## config.mk

```make
export PLATFORM = sky130hd
export DESIGN_NAME = pchb_card_flat
export DESIGN_NICKNAME = d
export VERILOG_FILES = /design/src/hdl/pchb_pkg.sv /design/src/hdl/pchb_if.sv /design/src/hdl/pchb_card.sv /design/src/flat_wrapper.sv
export VERILOG_INCLUDE_DIRS = /design/src /design/src/hdl
export SDC_FILE = /design/constraint.sdc
export NUM_CORES = 1
export LEC_CHECK = 0
export BUFFER_PORTS_ARGS = -buffer_cell sky130_fd_sc_hd__buf_4
export CORE_AREA = 2 2 98 123
export DETAILED_ROUTE_END_ITERATION = 10
export DIE_AREA = 0 0 100 125
export PLACE_DENSITY_LB_ADDON = 0.08
export SLEW_MARGIN = 10
export SYNTH_ARGS = -nofsm -noshare
export SYNTH_HDL_FRONTEND = slang
export SYNTH_SLANG_ARGS = --single-unit
export TNS_END_PERCENT = 20
```

## constraint.sdc

```tcl
create_clock -name sys_clk_i -period 4 [get_ports sys_clk_i]
set_input_delay 0.2 -clock sys_clk_i [delete_from_list [all_inputs] [get_ports sys_clk_i]]
set_output_delay 0.2 -clock sys_clk_i [all_outputs]
set_load 0.005 [all_outputs]
```

## src/hdl/pchb_map.svh

```systemverilog
// Purpose: constants for the card-side host bus control and its host end
// Assumes: 50 MHz sys_clk_i, all pins synchronous to it
// Notes: times in ns, reset count derived from them; load and wait counts given in cycles
// Notes on behaviour
// - host read data driven once wait ends, while output enable or io read asserted
// - card enables steer upper and lower byte lanes
// - register select picks attribute/io versus common memory
// - sixteen-bit io flag asserted on decoded io access
// - input acknowledge only on selected io read
// - wait asserted until access done; host extends
// - valid reset starts load and full initialisation
// - reset counts only if at least 500 ns
// - interrupt request low while auto-load runs
`ifndef PCHB_MAP_SVH
`define PCHB_MAP_SVH
`define PCHB_CLK_PERIOD_NS   20
`define PCHB_RST_MIN_NS      500
`define PCHB_RST_MIN_CYC     ((`PCHB_RST_MIN_NS + `PCHB_CLK_PERIOD_NS - 1) / `PCHB_CLK_PERIOD_NS)
`define PCHB_LOAD_CYC        64
`define PCHB_WAIT_CYC        2
`define PCHB_CNT_W           8
`endif

```

## src/hdl/pchb_pkg.sv

```systemverilog
package pchb_pkg;
   typedef enum logic [1:0] {PCHB_SPACE_NONE, PCHB_SPACE_COMMON, PCHB_SPACE_ATTR, PCHB_SPACE_IO} pchb_space_type;
   typedef enum {PCHB_INIT, PCHB_IDLE, PCHB_BUSY, PCHB_DONE} pchb_state_type;
   typedef enum {PCHB_H_IDLE, PCHB_H_STROBE, PCHB_H_END} pchb_hstate_type;
endpackage

```

## src/hdl/pchb_if.sv

```systemverilog
// Purpose: host bus wires between socket controller and card
// Assumes: data bus kept as separate host and card directions, each qualified by its enables
// Notes: all strobes active low
`timescale 1ns/10ps
interface pchb_if;
   logic [16:0] addr;
   logic [15:0] hd_host;         // host-driven data
   logic        hd_host_oe;
   logic [15:0] hd_card;         // card-driven data
   logic        hd_card_oe_hi;
   logic        hd_card_oe_lo;
   logic        ce1_n, ce2_n, reg_n, oe_n, we_n, iord_n, iowr_n, reset;
   logic        iois16_n, inpack_n, wait_n, host_interrupt_request;
   modport card (input addr, hd_host, hd_host_oe, ce1_n, ce2_n, reg_n, oe_n, we_n, iord_n, iowr_n, reset,
                 output hd_card, hd_card_oe_hi, hd_card_oe_lo, iois16_n, inpack_n, wait_n, host_interrupt_request);
   modport host (output addr, hd_host, hd_host_oe, ce1_n, ce2_n, reg_n, oe_n, we_n, iord_n, iowr_n, reset,
                 input hd_card, hd_card_oe_hi, hd_card_oe_lo, iois16_n, inpack_n, wait_n, host_interrupt_request);
endinterface

```

## src/hdl/pchb_card.sv

```systemverilog
// Purpose: card end of host bus: lane steering, space select, io flags, wait, reset
// Assumes: user side answers accesses with a ready ack, taken only once the fixed wait has run
// Notes: host read data registered; user address, write data and read strobe combinational, write strobe registered
`timescale 1ns/10ps
`include "pchb_map.svh"
module pchb_card
   import pchb_pkg::*;
(
   input  wire logic        sys_clk_i,      // system clock
   input  wire logic        nrst_i,         // async reset, low
   pchb_if.card             bus,            // host bus
   output logic [16:0]      usr_addr_o,     // access address
   output pchb_space_type   usr_space_o,    // selected space
   output logic             usr_rd_o,       // read in progress
   output logic             usr_wr_o,       // write strobe pulse
   output logic [15:0]      usr_wdata_o,    // write data
   input  wire logic [15:0] usr_rdata_i,    // read data
   input  wire logic        usr_ready_i,    // access may finish
   output logic             usr_init_o,     // initialise internal state, pulse
   output logic             usr_loading_o,  // auto-load running
   input  wire logic        usr_load_done_i // auto-load finished early
);
   typedef struct packed {
      pchb_state_type        st;
      logic [`PCHB_CNT_W-1:0] rst_cnt;
      logic [`PCHB_CNT_W-1:0] cnt;
      logic [15:0]           rdata;
      logic                  wr_seen;
      logic                  wr;
      logic                  init;
      logic                  loading;
   } pchb_card_type;

   pchb_card_type s_r, s_nxt;
   logic sel, io_acc, mem_rd, any_acc, strobe_wr;

   // deselect when both enables high
   assign sel      = !(bus.ce1_n && bus.ce2_n);
   // reg low selects attribute or io; io decided by io strobes
   assign io_acc   = sel && !bus.reg_n && (!bus.iord_n || !bus.iowr_n);
   assign mem_rd   = sel && !bus.oe_n && bus.iord_n;
   assign strobe_wr = sel && (!bus.we_n || !bus.iowr_n);
   assign any_acc  = sel && !s_r.loading && (mem_rd || !bus.iord_n || strobe_wr);

   always_comb begin
      s_nxt = s_r;
      s_nxt.wr   = 1'b0;
      s_nxt.init = 1'b0;
      // count reset high time; short glitches ignored
      if (bus.reset) begin
         if (s_r.rst_cnt != `PCHB_CNT_W'(`PCHB_RST_MIN_CYC)) begin
            s_nxt.rst_cnt = s_r.rst_cnt + `PCHB_CNT_W'(1);
         end
      end else begin
         s_nxt.rst_cnt = '0;
         if (s_r.rst_cnt == `PCHB_CNT_W'(`PCHB_RST_MIN_CYC)) begin
            s_nxt.st      = PCHB_INIT;
            s_nxt.init    = 1'b1;
            s_nxt.loading = 1'b1;
            s_nxt.cnt     = '0;
         end
      end
      unique case (s_r.st)
         PCHB_INIT: begin
            s_nxt.cnt = s_r.cnt + `PCHB_CNT_W'(1);
            if (usr_load_done_i || s_r.cnt == `PCHB_CNT_W'(`PCHB_LOAD_CYC - 1)) begin
               s_nxt.loading = 1'b0;
               s_nxt.st      = PCHB_IDLE;
            end
         end
         PCHB_IDLE: begin
            if (any_acc) begin
               s_nxt.st  = PCHB_BUSY;
               s_nxt.cnt = '0;
            end
         end
         PCHB_BUSY: begin
            if (!any_acc) begin
               s_nxt.st = PCHB_IDLE;
            end else begin
               if (s_r.cnt != `PCHB_CNT_W'(`PCHB_WAIT_CYC)) begin
                  s_nxt.cnt = s_r.cnt + `PCHB_CNT_W'(1);
               end
               if (usr_ready_i && s_r.cnt == `PCHB_CNT_W'(`PCHB_WAIT_CYC)) begin
                  s_nxt.rdata = usr_rdata_i;
                  s_nxt.st    = PCHB_DONE;
                  if (strobe_wr) begin
                     s_nxt.wr = 1'b1;
                  end
               end
            end
         end
         PCHB_DONE: begin
            if (!any_acc) begin
               s_nxt.st = PCHB_IDLE;
            end
         end
      endcase
      // a pulse still under the minimum width leaves the card running
      if (bus.reset && s_r.rst_cnt == `PCHB_CNT_W'(`PCHB_RST_MIN_CYC)) begin
         s_nxt.st      = PCHB_INIT;
         s_nxt.loading = 1'b1;
         s_nxt.cnt     = '0;
      end
   end

   always_ff @(posedge sys_clk_i or negedge nrst_i) begin
      if (!nrst_i) begin
         s_r <= '{st: PCHB_INIT, loading: 1'b1, default: '0};
      end else begin
         s_r <= s_nxt;
      end
   end

   assign bus.hd_card       = s_r.rdata;
   // lane enables straight from card enables; only valid data after wait ends
   assign bus.hd_card_oe_hi = !bus.ce2_n && s_r.st == PCHB_DONE && (mem_rd || (io_acc && !bus.iord_n));
   assign bus.hd_card_oe_lo = !bus.ce1_n && s_r.st == PCHB_DONE && (mem_rd || (io_acc && !bus.iord_n));
   assign bus.iois16_n      = !(io_acc && !s_r.loading);
   assign bus.inpack_n      = !(io_acc && !bus.iord_n && !s_r.loading);
   // wait until the user ack lands; host holds strobes meanwhile
   assign bus.wait_n        = !(any_acc && s_r.st != PCHB_DONE);
   assign bus.host_interrupt_request = !s_r.loading;

   assign usr_addr_o    = bus.addr;
   assign usr_space_o   = !sel ? PCHB_SPACE_NONE : bus.reg_n ? PCHB_SPACE_COMMON :
                          (!bus.iord_n || !bus.iowr_n) ? PCHB_SPACE_IO : PCHB_SPACE_ATTR;
   assign usr_rd_o      = any_acc && !strobe_wr;
   assign usr_wr_o      = s_r.wr;
   assign usr_wdata_o   = bus.hd_host_oe ? bus.hd_host : 16'h0000;
   assign usr_init_o    = s_r.init;
   assign usr_loading_o = s_r.loading;
endmodule // pchb_card

```

## src/flat_wrapper.sv

```systemverilog
// flat-port wrapper written by rule: the top's interface ports become plain ports
module pchb_card_flat import pchb_pkg::*;
  (sys_clk_i, nrst_i, usr_addr_o, usr_space_o, usr_rd_o, usr_wr_o, usr_wdata_o, usr_rdata_i, usr_ready_i, usr_init_o, usr_loading_o, usr_load_done_i, bus_addr, bus_hd_host, bus_hd_host_oe, bus_ce1_n, bus_ce2_n, bus_reg_n, bus_oe_n, bus_we_n, bus_iord_n, bus_iowr_n, bus_reset, bus_hd_card, bus_hd_card_oe_hi, bus_hd_card_oe_lo, bus_iois16_n, bus_inpack_n, bus_wait_n, bus_host_interrupt_request);
  pchb_if bus_i ();
  input  wire logic sys_clk_i;
  input  wire logic nrst_i;
  output logic [16:0] usr_addr_o;
  output pchb_space_type usr_space_o;
  output logic usr_rd_o;
  output logic usr_wr_o;
  output logic [15:0] usr_wdata_o;
  input  wire logic [15:0] usr_rdata_i;
  input  wire logic usr_ready_i;
  output logic usr_init_o;
  output logic usr_loading_o;
  input  wire logic usr_load_done_i;
  input wire logic [$bits(bus_i.addr)-1:0] bus_addr;
  input wire logic [$bits(bus_i.hd_host)-1:0] bus_hd_host;
  input wire logic [$bits(bus_i.hd_host_oe)-1:0] bus_hd_host_oe;
  input wire logic [$bits(bus_i.ce1_n)-1:0] bus_ce1_n;
  input wire logic [$bits(bus_i.ce2_n)-1:0] bus_ce2_n;
  input wire logic [$bits(bus_i.reg_n)-1:0] bus_reg_n;
  input wire logic [$bits(bus_i.oe_n)-1:0] bus_oe_n;
  input wire logic [$bits(bus_i.we_n)-1:0] bus_we_n;
  input wire logic [$bits(bus_i.iord_n)-1:0] bus_iord_n;
  input wire logic [$bits(bus_i.iowr_n)-1:0] bus_iowr_n;
  input wire logic [$bits(bus_i.reset)-1:0] bus_reset;
  output wire logic [$bits(bus_i.hd_card)-1:0] bus_hd_card;
  output wire logic [$bits(bus_i.hd_card_oe_hi)-1:0] bus_hd_card_oe_hi;
  output wire logic [$bits(bus_i.hd_card_oe_lo)-1:0] bus_hd_card_oe_lo;
  output wire logic [$bits(bus_i.iois16_n)-1:0] bus_iois16_n;
  output wire logic [$bits(bus_i.inpack_n)-1:0] bus_inpack_n;
  output wire logic [$bits(bus_i.wait_n)-1:0] bus_wait_n;
  output wire logic [$bits(bus_i.host_interrupt_request)-1:0] bus_host_interrupt_request;
  assign bus_i.addr = bus_addr;
  assign bus_i.hd_host = bus_hd_host;
  assign bus_i.hd_host_oe = bus_hd_host_oe;
  assign bus_i.ce1_n = bus_ce1_n;
  assign bus_i.ce2_n = bus_ce2_n;
  assign bus_i.reg_n = bus_reg_n;
  assign bus_i.oe_n = bus_oe_n;
  assign bus_i.we_n = bus_we_n;
  assign bus_i.iord_n = bus_iord_n;
  assign bus_i.iowr_n = bus_iowr_n;
  assign bus_i.reset = bus_reset;
  assign bus_hd_card = bus_i.hd_card;
  assign bus_hd_card_oe_hi = bus_i.hd_card_oe_hi;
  assign bus_hd_card_oe_lo = bus_i.hd_card_oe_lo;
  assign bus_iois16_n = bus_i.iois16_n;
  assign bus_inpack_n = bus_i.inpack_n;
  assign bus_wait_n = bus_i.wait_n;
  assign bus_host_interrupt_request = bus_i.host_interrupt_request;
  pchb_card u_core (.sys_clk_i(sys_clk_i), .nrst_i(nrst_i), .bus(bus_i), .usr_addr_o(usr_addr_o), .usr_space_o(usr_space_o), .usr_rd_o(usr_rd_o), .usr_wr_o(usr_wr_o), .usr_wdata_o(usr_wdata_o), .usr_rdata_i(usr_rdata_i), .usr_ready_i(usr_ready_i), .usr_init_o(usr_init_o), .usr_loading_o(usr_loading_o), .usr_load_done_i(usr_load_done_i));
endmodule
```

==> results of run 1 <==
==> power by group <==
group          total (W)  switching [W]  internal [W]
clock network   0.000723       0.000288      0.000435
logic           0.000529       0.000235      0.000294
registers       0.000850      0.0000800      0.000770
total            0.00210       0.000603       0.00150
==> registers in the layout, indices dropped and copies added (netlist names) <==
name / flops
u_core.bus.hd_card: 16
u_core.s_r: 48
u_core.usr_init_o: 1
u_core.usr_loading_o: 1
u_core.usr_wr_o: 1
==> cells in the mapped netlist, types with 2 or more instances <==
| cell type | instances | share of area, % |
|---|---|---|
| sky130_fd_sc_hd__o31ai_1 | 2 | 0.45 |
| sky130_fd_sc_hd__nor4_1 | 9 | 1.7 |
| sky130_fd_sc_hd__inv_1 | 4 | 0.45 |
| sky130_fd_sc_hd__mux2_4 | 9 | 4.1 |
| sky130_fd_sc_hd__a211o_1 | 2 | 0.53 |
| sky130_fd_sc_hd__xnor2_1 | 4 | 1.1 |
| sky130_fd_sc_hd__nand2b_1 | 5 | 0.94 |
| sky130_fd_sc_hd__or3_1 | 5 | 0.94 |
| sky130_fd_sc_hd__clkbuf_1 | 9 | 1.0 |
| sky130_fd_sc_hd__o21ai_0 | 6 | 0.90 |
| sky130_fd_sc_hd__a21oi_1 | 7 | 1.1 |
| sky130_fd_sc_hd__a21o_1 | 3 | 0.68 |
| sky130_fd_sc_hd__nand2_1 | 15 | 1.7 |
| sky130_fd_sc_hd__o2bb2ai_1 | 3 | 0.79 |
| sky130_fd_sc_hd__nor3_1 | 5 | 0.75 |
| sky130_fd_sc_hd__nor2_1 | 14 | 1.6 |
| sky130_fd_sc_hd__nand4_1 | 3 | 0.56 |
| sky130_fd_sc_hd__a21boi_0 | 2 | 0.45 |
| sky130_fd_sc_hd__mux2i_1 | 2 | 0.60 |
| sky130_fd_sc_hd__and3_1 | 3 | 0.56 |
| sky130_fd_sc_hd__buf_4 | 33 | 7.4 |
| sky130_fd_sc_hd__dfrtp_1 | 66 | 50 |
| sky130_fd_sc_hd__nand3_1 | 10 | 1.5 |
| sky130_fd_sc_hd__xor2_1 | 2 | 0.53 |
| sky130_fd_sc_hd__ha_1 | 4 | 1.5 |
| sky130_fd_sc_hd__mux2_2 | 7 | 2.4 |
| sky130_fd_sc_hd__and2_1 | 53 | 10 |
==> through the flow <==
| stage | std cells | util, % | worst slack (ns) | power [W] |
|---|---|---|---|---|
| 5_1_grt | 508 | 36.3 | 1.08 | 0.00223 |
| 4_1_cts | 508 | 36.3 | 1.29 | 0.00214 |
| 6_report | 508 | 36.3 | 1.30 | 0.00210 |
| 2_1_floorplan | 309 | - | 1.99 | 0.00125 |
| 3_3_place_gp | 493 | 33.9 | 1.33 | 0.00140 |
| 3_5_place_dp | 493 | 33.9 | 1.33 | 0.00140 |
==> per-layer routing <==
| layer | vias up | share of wire, % | GRT usage [%] |
|---|---|---|---|
| li1 | 1146 | - | - |
| met1 | 1109 | 46 | 15.4 |
| met2 | 50 | 47 | 17.4 |
| met3 | 12 | 4.8 | 2.85 |
| met4 | 0 | 2.1 | 6.37 |
| met5 | - | 0 | 0 |
==> cell usage in the layout, fill, tap and decap left out, types with 5 or more instances in the layout <==
master                      synthesis  routed
sky130_fd_sc_hd__nor3_1             5       5
sky130_fd_sc_hd__buf_4             33      90
sky130_fd_sc_hd__nor2_1            14      14
sky130_fd_sc_hd__nor4_1             9       9
sky130_fd_sc_hd__mux2_2             7       7
sky130_fd_sc_hd__nand2b_1           5       5
sky130_fd_sc_hd__a21oi_1            7       7
sky130_fd_sc_hd__or3_1              5       5
sky130_fd_sc_hd__clkbuf_16          0       9
sky130_fd_sc_hd__o21ai_0            6       6
sky130_fd_sc_hd__and2_1            53      53
sky130_fd_sc_hd__mux2_4             9       9
sky130_fd_sc_hd__nand3_1           10      10
sky130_fd_sc_hd__dfrtp_1           66      66
sky130_fd_sc_hd__nand2_1           15      15
==> worst paths after layout <==
path / start / cells after the start / slack, ns / end
worst max-delay path: u_core.s_r[66] / 6 / 1.30 / u_core.bus.hd_card[12]
worst min-delay path: nrst_i / 1 / -0.01 / u_core.bus.hd_card[7]
worst max register to register: u_core.s_r[66] / 6 / 1.30 / u_core.bus.hd_card[12]
worst min register to register: u_core.s_r[43] / 1 / 0.48 / u_core.s_r[43]
max in group asynchronous: nrst_i / 1 / 3.46 / u_core.s_r[23]
min in group sys_clk_i: usr_rdata_i[6] / 2 / 0.10 / u_core.bus.hd_card[6]
==> cell type report <==
type / instances / area, µm²
Inverter: 4 / 15.0
Multi-Input combinational cell: 194 / 1340
Timing Repair Buffer: 90 / 676
Clock buffer: 12 / 246
Tap cell: 138 / 173
Sequential cell: 67 / 1680
Clock inverter: 3 / 25.0
Fill cell: 1152 / 7300
==> worst max-delay path, cell delays in order, from the launching register on <==
cell and delay [ns]:
sky130_fd_sc_hd__dfrtp_1 0.37, sky130_fd_sc_hd__nor4_1 0.38, sky130_fd_sc_hd__nand4_1 0.19, sky130_fd_sc_hd__nor2_1 0.63
sky130_fd_sc_hd__nor4b_4 0.31, sky130_fd_sc_hd__buf_4 0.32, sky130_fd_sc_hd__mux2_2 0.37
==> logic make-up after synthesis <==
family                     after synthesis  share of synthesized area (%)
xor gates and xnor gates                 6                           1.58
adders and majority gates                4                           1.50
DFF                                     67                           50.4
and+or+nand+nor                        131                           22.8
AOI/OAI and AO/OA                       35                           7.25
muxes                                   18                           7.03
buffers and inverters                   48                           9.39
==> results.txt, run 1 <==
Tightest hold margin: -0.00971 ns
Hold WC Path Type: input port to async pin
Core region area: 11500 µm²
Required time of the worst setup path: 4.21 ns
Minimum clock period after layout: 2.70 ns
Clock latency reported for the late side of the worst-skew pair: 0.33 ns
Number of buffers added by the clock tree synthesis step: 9
Final GP Congestion: 0.732
Number of DRC violations after detailed routing: 0
Estimated wirelength of the detail-placed design: 4920 µm
Worst clock skew on the final layout: 0.00500 ns
Maximum operating frequency: 0.371 GHz
Routed wire length per instance: 13.9 µm
Initial DRC count: 77
First drt pass iteration count: 4
Type of the worst setup path: flop to flop
Floorplan die height: 125 µm
YS warnings: 0
Placed instance area: 3880 µm²
Antenna Cells: 0
Critical Path Start Type: flop
Synthesized area per cell: 10.8 µm²
Total via count after detailed routing: 2317
Overall Global Routing Usage: 11.6%
Unrepaired setup endpoints after global routing: false
Gate count after technology mapping: 309
Number of gates given a new drive strength after cts: 0
Worst slew margin: 42.7%
Nets: 432
Max cap viols: 0
Sequential area share after synthesis: 50.4%
Final Setup Violations: 0
Starting utilization of the core area: 29.1%
Number of different library cells in the post-synthesis netlist: 49
Critical Path End Type: flop
TNS Setup: 0 ns
Area of the die: 12500 µm²
Data arrival time of the worst path: 2.91 ns
Port Buf Inserts: 88
Clock net sink count: 67
Area of all placed cells without fillers: 4150 µm²
Fin crit share: 67.4%
Wire length of the first global-routing pass: 11500 µm
CTS tree: yes
Root buffer selected by CTS: sky130_fd_sc_hd__clkbuf_16
H-tree depth: 3
Vias in the first global route: 2252
Violated checks: hold timing
Count of flip-flops with a built-in enable after synthesis: 0
Global route total overflow: 0
Number of buffers on the longest clock path: 2
Count of final max-slew check failures: 0
Clock input transition at the sequential cells of the worst setup and hold paths: 0.06 ns
FFs w/ async S/R, synth: 100%
Syn_nets: 375
Final count of hold timing violations: 18
Maximum ir drop on the vdd rail: 0.196 mV
Area Overhead vs Synth: 24.7%
Ys flop type: sky130_fd_sc_hd__dfrtp_1
Number of top-level pins: 123
Routed Wire Length: 7040 µm
Horizontal die dimension: 100 µm
Site Rows: 44
Least-Margin Pin Slew: 0.859 ns
Routed Antenna Nets: 0
Worst Path Max Fanout: 17
Vias/cell: 4.56
Number of buffers added for setup after CTS: 0
Pwr Density: 506 nW/µm²
Antenna violations before repair: 0
Number of storage elements in the synthesis netlist: 67
Layout cells sized above 1: 33.5%
Leak Pwr: 2.06 nW
Largest net degree at the start of global routing: 68
Result of the run: finished, violations left
Number of buffers inserted by hold repair at cts: 0
Area of the mapped netlist: 3330 µm²
No activity file was read; power rests on OpenSTA's default activity.
==> run 2, diff against run 1 <==
clock period = 2.3 ns   (was 4 ns; I/O delays follow)
==> run 2 against run 1 <==
The flow now finishes without violations. First-iteration DRC count up 9.1%. Clock skew up 0.0044 ns. Cell count up 1.4%. Critical path depth up 1. Sequential share of layout area down 1.0 points. Cell area up 2.6%. Setup slack worse by 1.1 ns. Register-to-register slack worse by 1.1 ns. Via count up 1.6%. Critical endpoint is now bus_hd_card_oe_lo. Highest routed layer unchanged.
==> results.txt, run 2 (synthesis results as in run 1) <==
Total via count after detailed routing: 2353 (was 2317)
Leading cell types in the layout, fill and taps excluded: 94 x sky130_fd_sc_hd__buf_4, 66 x sky130_fd_sc_hd__dfrtp_1, 53 x sky130_fd_sc_hd__and2_1 (was 90 x sky130_fd_sc_hd__buf_4, 66 x sky130_fd_sc_hd__dfrtp_1, 53 x sky130_fd_sc_hd__and2_1)
Pwr Density: 897 nW/µm² (was 506 nW/µm²)
Max cap viols: 0 (unchanged)
Met1 Routed Length: 3280 µm (was 3240 µm)
Routed Wire Length: 7090 µm (was 7040 µm)
CTS tree: yes (unchanged)
Sequential cell area: 1680 µm² (unchanged)
Least-Margin Pin Slew: 0.836 ns (was 0.859 ns)
Number of DRC violations after detailed routing: 0 (unchanged)
Number of top-level pins: 123 (unchanged)
Area of the multi-input gates: 1350 µm² (was 1340 µm²)
Vias/cell: 4.57 (was 4.56)
Global route total overflow: 0 (unchanged)
Antenna Cells: 0 (unchanged)
Area of the die: 12500 µm² (unchanged)
TNS Setup: 0 ns (unchanged)
Fin crit share: 92.1%
Required time of the worst setup path: 2.18 ns (was 4.21 ns)
Vias in the first global route: 2371 (was 2252)
Root buffer selected by CTS: sky130_fd_sc_hd__clkbuf_16 (unchanged)
Startpoint of the most critical register-to-register path: u_core.s_r[56] (was u_core.s_r[66])
Wire length of the first global-routing pass: 11800 µm (was 11500 µm)
Clock network fraction of total power: 36.3% (was 34.4%)
Number of buffers added by the clock tree synthesis step: 9 (unchanged)
Overall Global Routing Usage: 12.0% (was 11.6%)
Depth of the most critical reg-to-reg path: 7 (was 6)
Maximum ir drop on the vdd rail: 0.351 mV (was 0.196 mV)
Area Overhead vs Synth: 27.9% (was 24.7%)
Final Setup Violations: 0 (unchanged)
First drt pass iteration count: 4 (unchanged)
Worst clock skew on the final layout: 0.00936 ns (was 0.00500 ns)
Antenna violations before repair: 0 (unchanged)
Starting utilization of the core area: 29.1% (unchanged)
Count of final max-slew check failures: 0 (unchanged)
P_int: 0.00276 W (was 0.00150 W)
Type of the worst setup path: flop to primary output (was flop to flop)
Clock net sink count: 67 (unchanged)
Max FFs per register: 48 (unchanged)
Initial DRC count: 84 (was 77)
Core region area: 11500 µm² (unchanged)
Tightest hold margin: 0.0118 ns (was -0.00971 ns)
Number of standard cells in the final layout excluding fillers: 515 (was 508)
Number of buffers on the longest clock path: 2 (unchanged)
Critical Path Start Type: flop (unchanged)
Post-Place Cells: 498 (was 493)
Share of total power consumed by net switching: 27.7% (was 28.7%)
Clock latency reported for the late side of the worst-skew pair: 0.33 ns (about the same)
Unrepaired setup endpoints after global routing: false (unchanged)
Floorplan die height: 125 µm (unchanged)
Port Buf Inserts: 88 (unchanged)
Final count of hold timing violations: 0 (was 18)
Worst Path Max Fanout: 7 (was 17)
Detail Route met3 WL: 316 µm (was 340 µm)
Register ranked first by flip-flop count: u_core.s_r (unchanged)
Cell depth of the worst hold path: 2
Share of total power in sequential cells: 38.7% (was 40.4%)
Result of the run: complete, no violations (was finished, violations left)
Largest net degree at the start of global routing: 68 (unchanged)
Leak Pwr: 2.11 nW (was 2.06 nW)
Data arrival time of the worst path: 2.00 ns (was 2.91 ns)
Nets: 439 (was 432)
H-tree depth: 3 (unchanged)
Endpoint of the lowest-slack register-to-register path: u_core.s_r[25] (was u_core.bus.hd_card[12])
Highest metal layer with signal wires: met4 (unchanged)
Estimated wirelength of the detail-placed design: 5010 µm (was 4920 µm)
Maximum operating frequency: 0.472 GHz
Placed instance area: 3930 µm² (was 3880 µm²)
Fill cell count: 1142 (was 1152)
Minimum clock period after layout: 2.12 ns
Routed Antenna Nets: 0 (unchanged)
Combinational Power Share: 25.0% (was 25.2%)
Worst min-delay path startpoint: usr_rdata_i[7]
Site Rows: 44 (unchanged)
Worst slew margin: 44.2% (was 42.7%)
Final GP Congestion: 0.737 (was 0.732)
Critical Path End Type: primary output (was flop)
Layout cells sized above 1: 35.0% (was 33.5%)
Horizontal die dimension: 100 µm (unchanged)
Switching power summed over all nets: 0.00106 W (was 0.000603 W)
Area of all placed cells without fillers: 4260 µm² (was 4150 µm²)
Met2 routed WL: 3370 µm (was 3310 µm)
Clock input transition at the sequential cells of the worst setup and hold paths: 0.06 ns (about the same)
Most common library cell in the layout ignoring fill and taps: sky130_fd_sc_hd__buf_4 (unchanged)
Routed wire length per instance: 13.8 µm (was 13.9 µm)
Sink of the worst hold path: u_core.bus.hd_card[7]
Hold WC Path Type: input port to flop (was input port to async pin)
Number of buffers added for setup after CTS: 0 (unchanged)
Setup slack, reg-to-reg: 0.21 ns (was 1.30 ns)
## run 2: routing by layer
layer | vias to the layer above | global-route usage [%]
met1 | 1141 | 15.8
met4 | 0 | 5.00
met5 | - | 0
li1 | 1150 | -
met2 | 52 | 18.4
met3 | 10 | 3.30
## run 2: critical path, stage by stage, from the launching register on
cell and delay, ns:
sky130_fd_sc_hd__dfrtp_1 0.37, sky130_fd_sc_hd__nor4_1 0.35, sky130_fd_sc_hd__nand4_1 0.20, sky130_fd_sc_hd__nor2_1 0.17, sky130_fd_sc_hd__buf_4 0.17, sky130_fd_sc_hd__nand4_1 0.18, sky130_fd_sc_hd__nor2_1 0.14, sky130_fd_sc_hd__buf_4 0.12
## run 2: power by group through the flow
stage | sequential, W | combinational (W) | clock (W)
floorplan | 0.00143 | 0.000737 | 0
detailed placement | 0.00150 | 0.000972 | 0
global route | 0.00150 | 0.00107 | 0.00149
finish | 0.00148 | 0.000955 | 0.00138
global placement | 0.00149 | 0.000981 | 0
CTS | 0.00148 | 0.000976 | 0.00143
## run 2: what timing repair did
action                                  CTS  global route
hold buffers                              1             1
gates resized for setup                   0             1
endpoints found under the hold margin    66             1
endpoints found under the setup margin    0             4
## run 2: how the worst max path moves through the flow
stage	start	endpoint	slack [ns]	cells past startpoint
2_1_floorplan	u_core.s_r[23]	u_core.bus.hd_card[10]	0.29	6
3_3_place_gp	u_core.s_r[66]	u_core.s_r[25]	0.13	7
3_5_place_dp	u_core.s_r[66]	u_core.s_r[25]	0.11	7
4_1_cts	u_core.s_r[66]	bus_hd_card_oe_hi	0.08	7
5_1_grt	u_core.s_r[56]	bus_hd_card_oe_lo	0.04	7
6_report	u_core.s_r[56]	bus_hd_card_oe_lo	0.18	7
## run 2: area by class of cell
cell class,instances,area share [%]
clock buffers,11,5.93
clock inverters,4,1.18
inverters,4,0.353
multi-input cells,194,31.6
flip-flops and latches,67,39.4
well taps,138,4.05
repair buffers,97,17.5
## run 2: per-stage QoR
stage | utilization, % | power [W] | setup WS, ns
2_1_floorplan | - | 0.00217 | 0.290
3_3_place_gp | 34.3 | 0.00247 | 0.131
4_1_cts | 37.1 | 0.00388 | 0.0816
6_report | 37.2 | 0.00382 | 0.182
3_5_place_dp | 34.3 | 0.00247 | 0.113
5_1_grt | 37.2 | 0.00406 | 0.0382
==> run 3, diff against run 2 <==
CTS_BUF_LIST = sky130_fd_sc_hd__clkbuf_4 sky130_fd_sc_hd__clkbuf_8   (was unset)
==> run 3 against run 2 <==
Sequential cell count is the same. First-iteration DRC count decreased by 4.8%. Combinational power is 2.4% higher. Via count grew 2.0%. Core utilization grew 0.48 points. Sequential share of layout area decreased by 0.50 points. Count of clock-buffer cells in the layout did not move. Register-to-register slack better by 0.03 ns. Cell count up 2.9%. Setup slack better by 0.0056 ns. Cell area rose by 1.3%. Maximum frequency rose by 0.27%. Critical endpoint unchanged.
==> results.txt, run 3 (synthesis results as in run 1) <==
Leak Pwr: 2.13 nW (was 2.11 nW)
Estimated wirelength of the detail-placed design: 5010 µm (unchanged)
Routed Wire Length: 7170 µm (was 7090 µm)
Final Setup Violations: 0 (unchanged)
Initial DRC count: 80 (was 84)
Number of DRC violations after detailed routing: 0 (unchanged)
Fin crit share: 91.8% (was 92.1%)
First drt pass iteration count: 4 (unchanged)
Most common library cell in the layout ignoring fill and taps: sky130_fd_sc_hd__buf_4 (unchanged)
Type of the worst setup path: flop to primary output (unchanged)
Root buffer selected by CTS: sky130_fd_sc_hd__clkbuf_8 (was sky130_fd_sc_hd__clkbuf_16)
Worst Path Max Fanout: 7 (unchanged)
Share of total power in sequential cells: 42.7% (was 38.7%)
Site Rows: 44 (unchanged)
Minimum clock period after layout: 2.11 ns (was 2.12 ns)
Fill cell count: 1154 (was 1142)
Final GP Congestion: 0.737 (unchanged)
Number of buffers added by the clock tree synthesis step: 9 (unchanged)
Met1 Routed Length: 3320 µm (was 3280 µm)
Floorplan die height: 125 µm (unchanged)
Nets: 454 (was 439)
Number of standard cells in the final layout excluding fillers: 530 (was 515)
TNS Setup: 0 ns (unchanged)
Area of the die: 12500 µm² (unchanged)
Number of buffers on the longest clock path: 2 (unchanged)
Result of the run: complete, no violations (unchanged)
Leading cell types in the layout, fill and taps excluded: 94 x sky130_fd_sc_hd__buf_4, 66 x sky130_fd_sc_hd__dfrtp_1, 53 x sky130_fd_sc_hd__and2_1 (unchanged)
Total via count after detailed routing: 2399 (was 2353)
Hold WC Path Type: input port to flop (unchanged)
Routed Antenna Nets: 0 (unchanged)
Register ranked first by flip-flop count: u_core.s_r (unchanged)
Global route total overflow: 0 (unchanged)
Met2 routed WL: 3440 µm (was 3370 µm)
Port Buf Inserts: 88 (unchanged)
P_int: 0.00244 W (was 0.00276 W)
Total power after layout: 0.00346 W (was 0.00382 W)
Horizontal die dimension: 100 µm (unchanged)
Data arrival time of the worst path: 2.00 ns (about the same)
Max cap viols: 0 (unchanged)
Unrepaired setup endpoints after global routing: false (unchanged)
Least-Margin Pin Slew: 0.846 ns (was 0.836 ns)
Layout cells sized above 1: 33.9% (was 35.0%)
H-tree depth: 3 (unchanged)
Detail Route met3 WL: 311 µm (was 316 µm)
Maximum ir drop on the vdd rail: 0.308 mV (was 0.351 mV)
Clock net sink count: 67 (unchanged)
Highest metal layer with signal wires: met4 (unchanged)
Required time of the worst setup path: 2.18 ns (about the same)
Critical Path End Type: primary output (unchanged)
Worst slew margin: 43.6% (was 44.2%)
Core region area: 11500 µm² (unchanged)
Post-Place Cells: 498 (unchanged)
Largest net degree at the start of global routing: 68 (unchanged)
Worst min-delay path startpoint: bus_reset (was usr_rdata_i[7])
Vias in the first global route: 2402 (was 2371)
Antenna violations before repair: 0 (unchanged)
Count of final max-slew check failures: 0 (unchanged)
Overall Global Routing Usage: 12.1% (was 12.0%)
Critical Path Start Type: flop (unchanged)
Final count of hold timing violations: 0 (unchanged)
Worst clock skew on the final layout: 0.0140 ns (was 0.00936 ns)
CTS tree: yes (unchanged)
Share of total power consumed by net switching: 29.5% (was 27.7%)
Startpoint of the most critical register-to-register path: u_core.s_r[44] (was u_core.s_r[56])
Antenna Cells: 0 (unchanged)
Number of top-level pins: 123 (unchanged)
Wire length of the first global-routing pass: 12000 µm (was 11800 µm)
DP Worst Slack: 0.113 ns (unchanged)
Starting utilization of the core area: 29.1% (unchanged)
Area Overhead vs Synth: 29.6% (was 27.9%)
Clock network fraction of total power: 29.0% (was 36.3%)
Critical Path Start: u_core.s_r[44] (was u_core.s_r[56])
Clock latency reported for the late side of the worst-skew pair: 0.35 ns (was 0.33 ns)
Switching power summed over all nets: 0.00102 W (was 0.00106 W)
Max FFs per register: 48 (unchanged)
Routed wire length per instance: 13.5 µm (was 13.8 µm)
Vias/cell: 4.53 (was 4.57)
Final Worst Setup Slack: 0.188 ns (was 0.182 ns)
Clock input transition at the sequential cells of the worst setup and hold paths: 0.07 ns (was 0.06 ns)
Pwr Density: 802 nW/µm² (was 897 nW/µm²)
Combinational Power Share: 28.3% (was 25.0%)
Maximum operating frequency: 0.473 GHz (was 0.472 GHz)
Number of buffers added for setup after CTS: 0 (unchanged)
## run 3: cell count changes in the layout (fill, tap and decap cells not counted)
cell / delta
sky130_fd_sc_hd__clkbuf_16: -9
sky130_fd_sc_hd__clkbuf_8: +9
sky130_fd_sc_hd__dlygate4sd3_1: +15
sky130_fd_sc_hd__nor4_1: -1
sky130_fd_sc_hd__nor4_2: +1
## run 3: metrics by stage
step	util, %	instance area (µm²)	hold WS [ns]
finish	37.7	4310	0.0310
global route	37.7	4310	0.0399
CTS	37.6	4300	0.0169
detailed placement	34.3	3930	0.230
global placement	34.3	3930	0.230
floorplan	-	3330	-0.181
## run 3: layout make-up
type / instances / area [µm²] / share of cell area [%]
Tap cell: 138 / 173 / 4.00
Clock inverter: 4 / 50.0 / 1.16
Multi-Input combinational cell: 194 / 1350 / 31.3
Sequential cell: 67 / 1680 / 38.9
Clock buffer: 11 / 151 / 3.51
Inverter: 4 / 15.0 / 0.348
Timing Repair Buffer: 112 / 896 / 20.8
## run 3: path summary, 6_finish.rpt
path                       depth (start not counted)  slack, ns                    end
max                                                7       0.19      bus_hd_card_oe_lo
min                                                2       0.03      u_core.usr_init_o
max reg2reg                                        7       0.24         u_core.s_r[25]
min reg2reg                                        1       0.49         u_core.s_r[49]
max in group asynchronous                          2       1.33         u_core.s_r[22]
min in group asynchronous                          2       0.41  u_core.bus.hd_card[7]
## run 3: power groups by stage
stage / Sequential (W) / Combinational (W) / Clock [W]
after detailed placement: 0.00150 / 0.000972 / 0
final: 0.00148 / 0.000978 / 0.00100
after CTS: 0.00148 / 0.000999 / 0.00104
after global routing: 0.00150 / 0.00109 / 0.00110
after global placement: 0.00149 / 0.000981 / 0
after floorplan: 0.00143 / 0.000737 / 0
## run 3: timing repair
item	in CTS	in global routing
hold buffers	17	0
endpoints found under the setup margin	0	4
endpoints found under the hold margin	82	0
gates resized for setup	0	2
## run 3: metal layers
layer	track usage, %	vias up
li1	-	1177
met5	0	-
met3	3.35	10
met1	16.3	1156
met2	18.1	56
met4	5.24	0
## run 3: worst max-delay path, cell delays in order (launching register included)
cell and delay (ns):
sky130_fd_sc_hd__dfrtp_1 0.38, sky130_fd_sc_hd__nor4_1 0.31, sky130_fd_sc_hd__nand4_1 0.20, sky130_fd_sc_hd__nor2_1 0.17
sky130_fd_sc_hd__buf_4 0.17, sky130_fd_sc_hd__nand4_1 0.18, sky130_fd_sc_hd__nor2_1 0.14, sky130_fd_sc_hd__buf_4 0.12
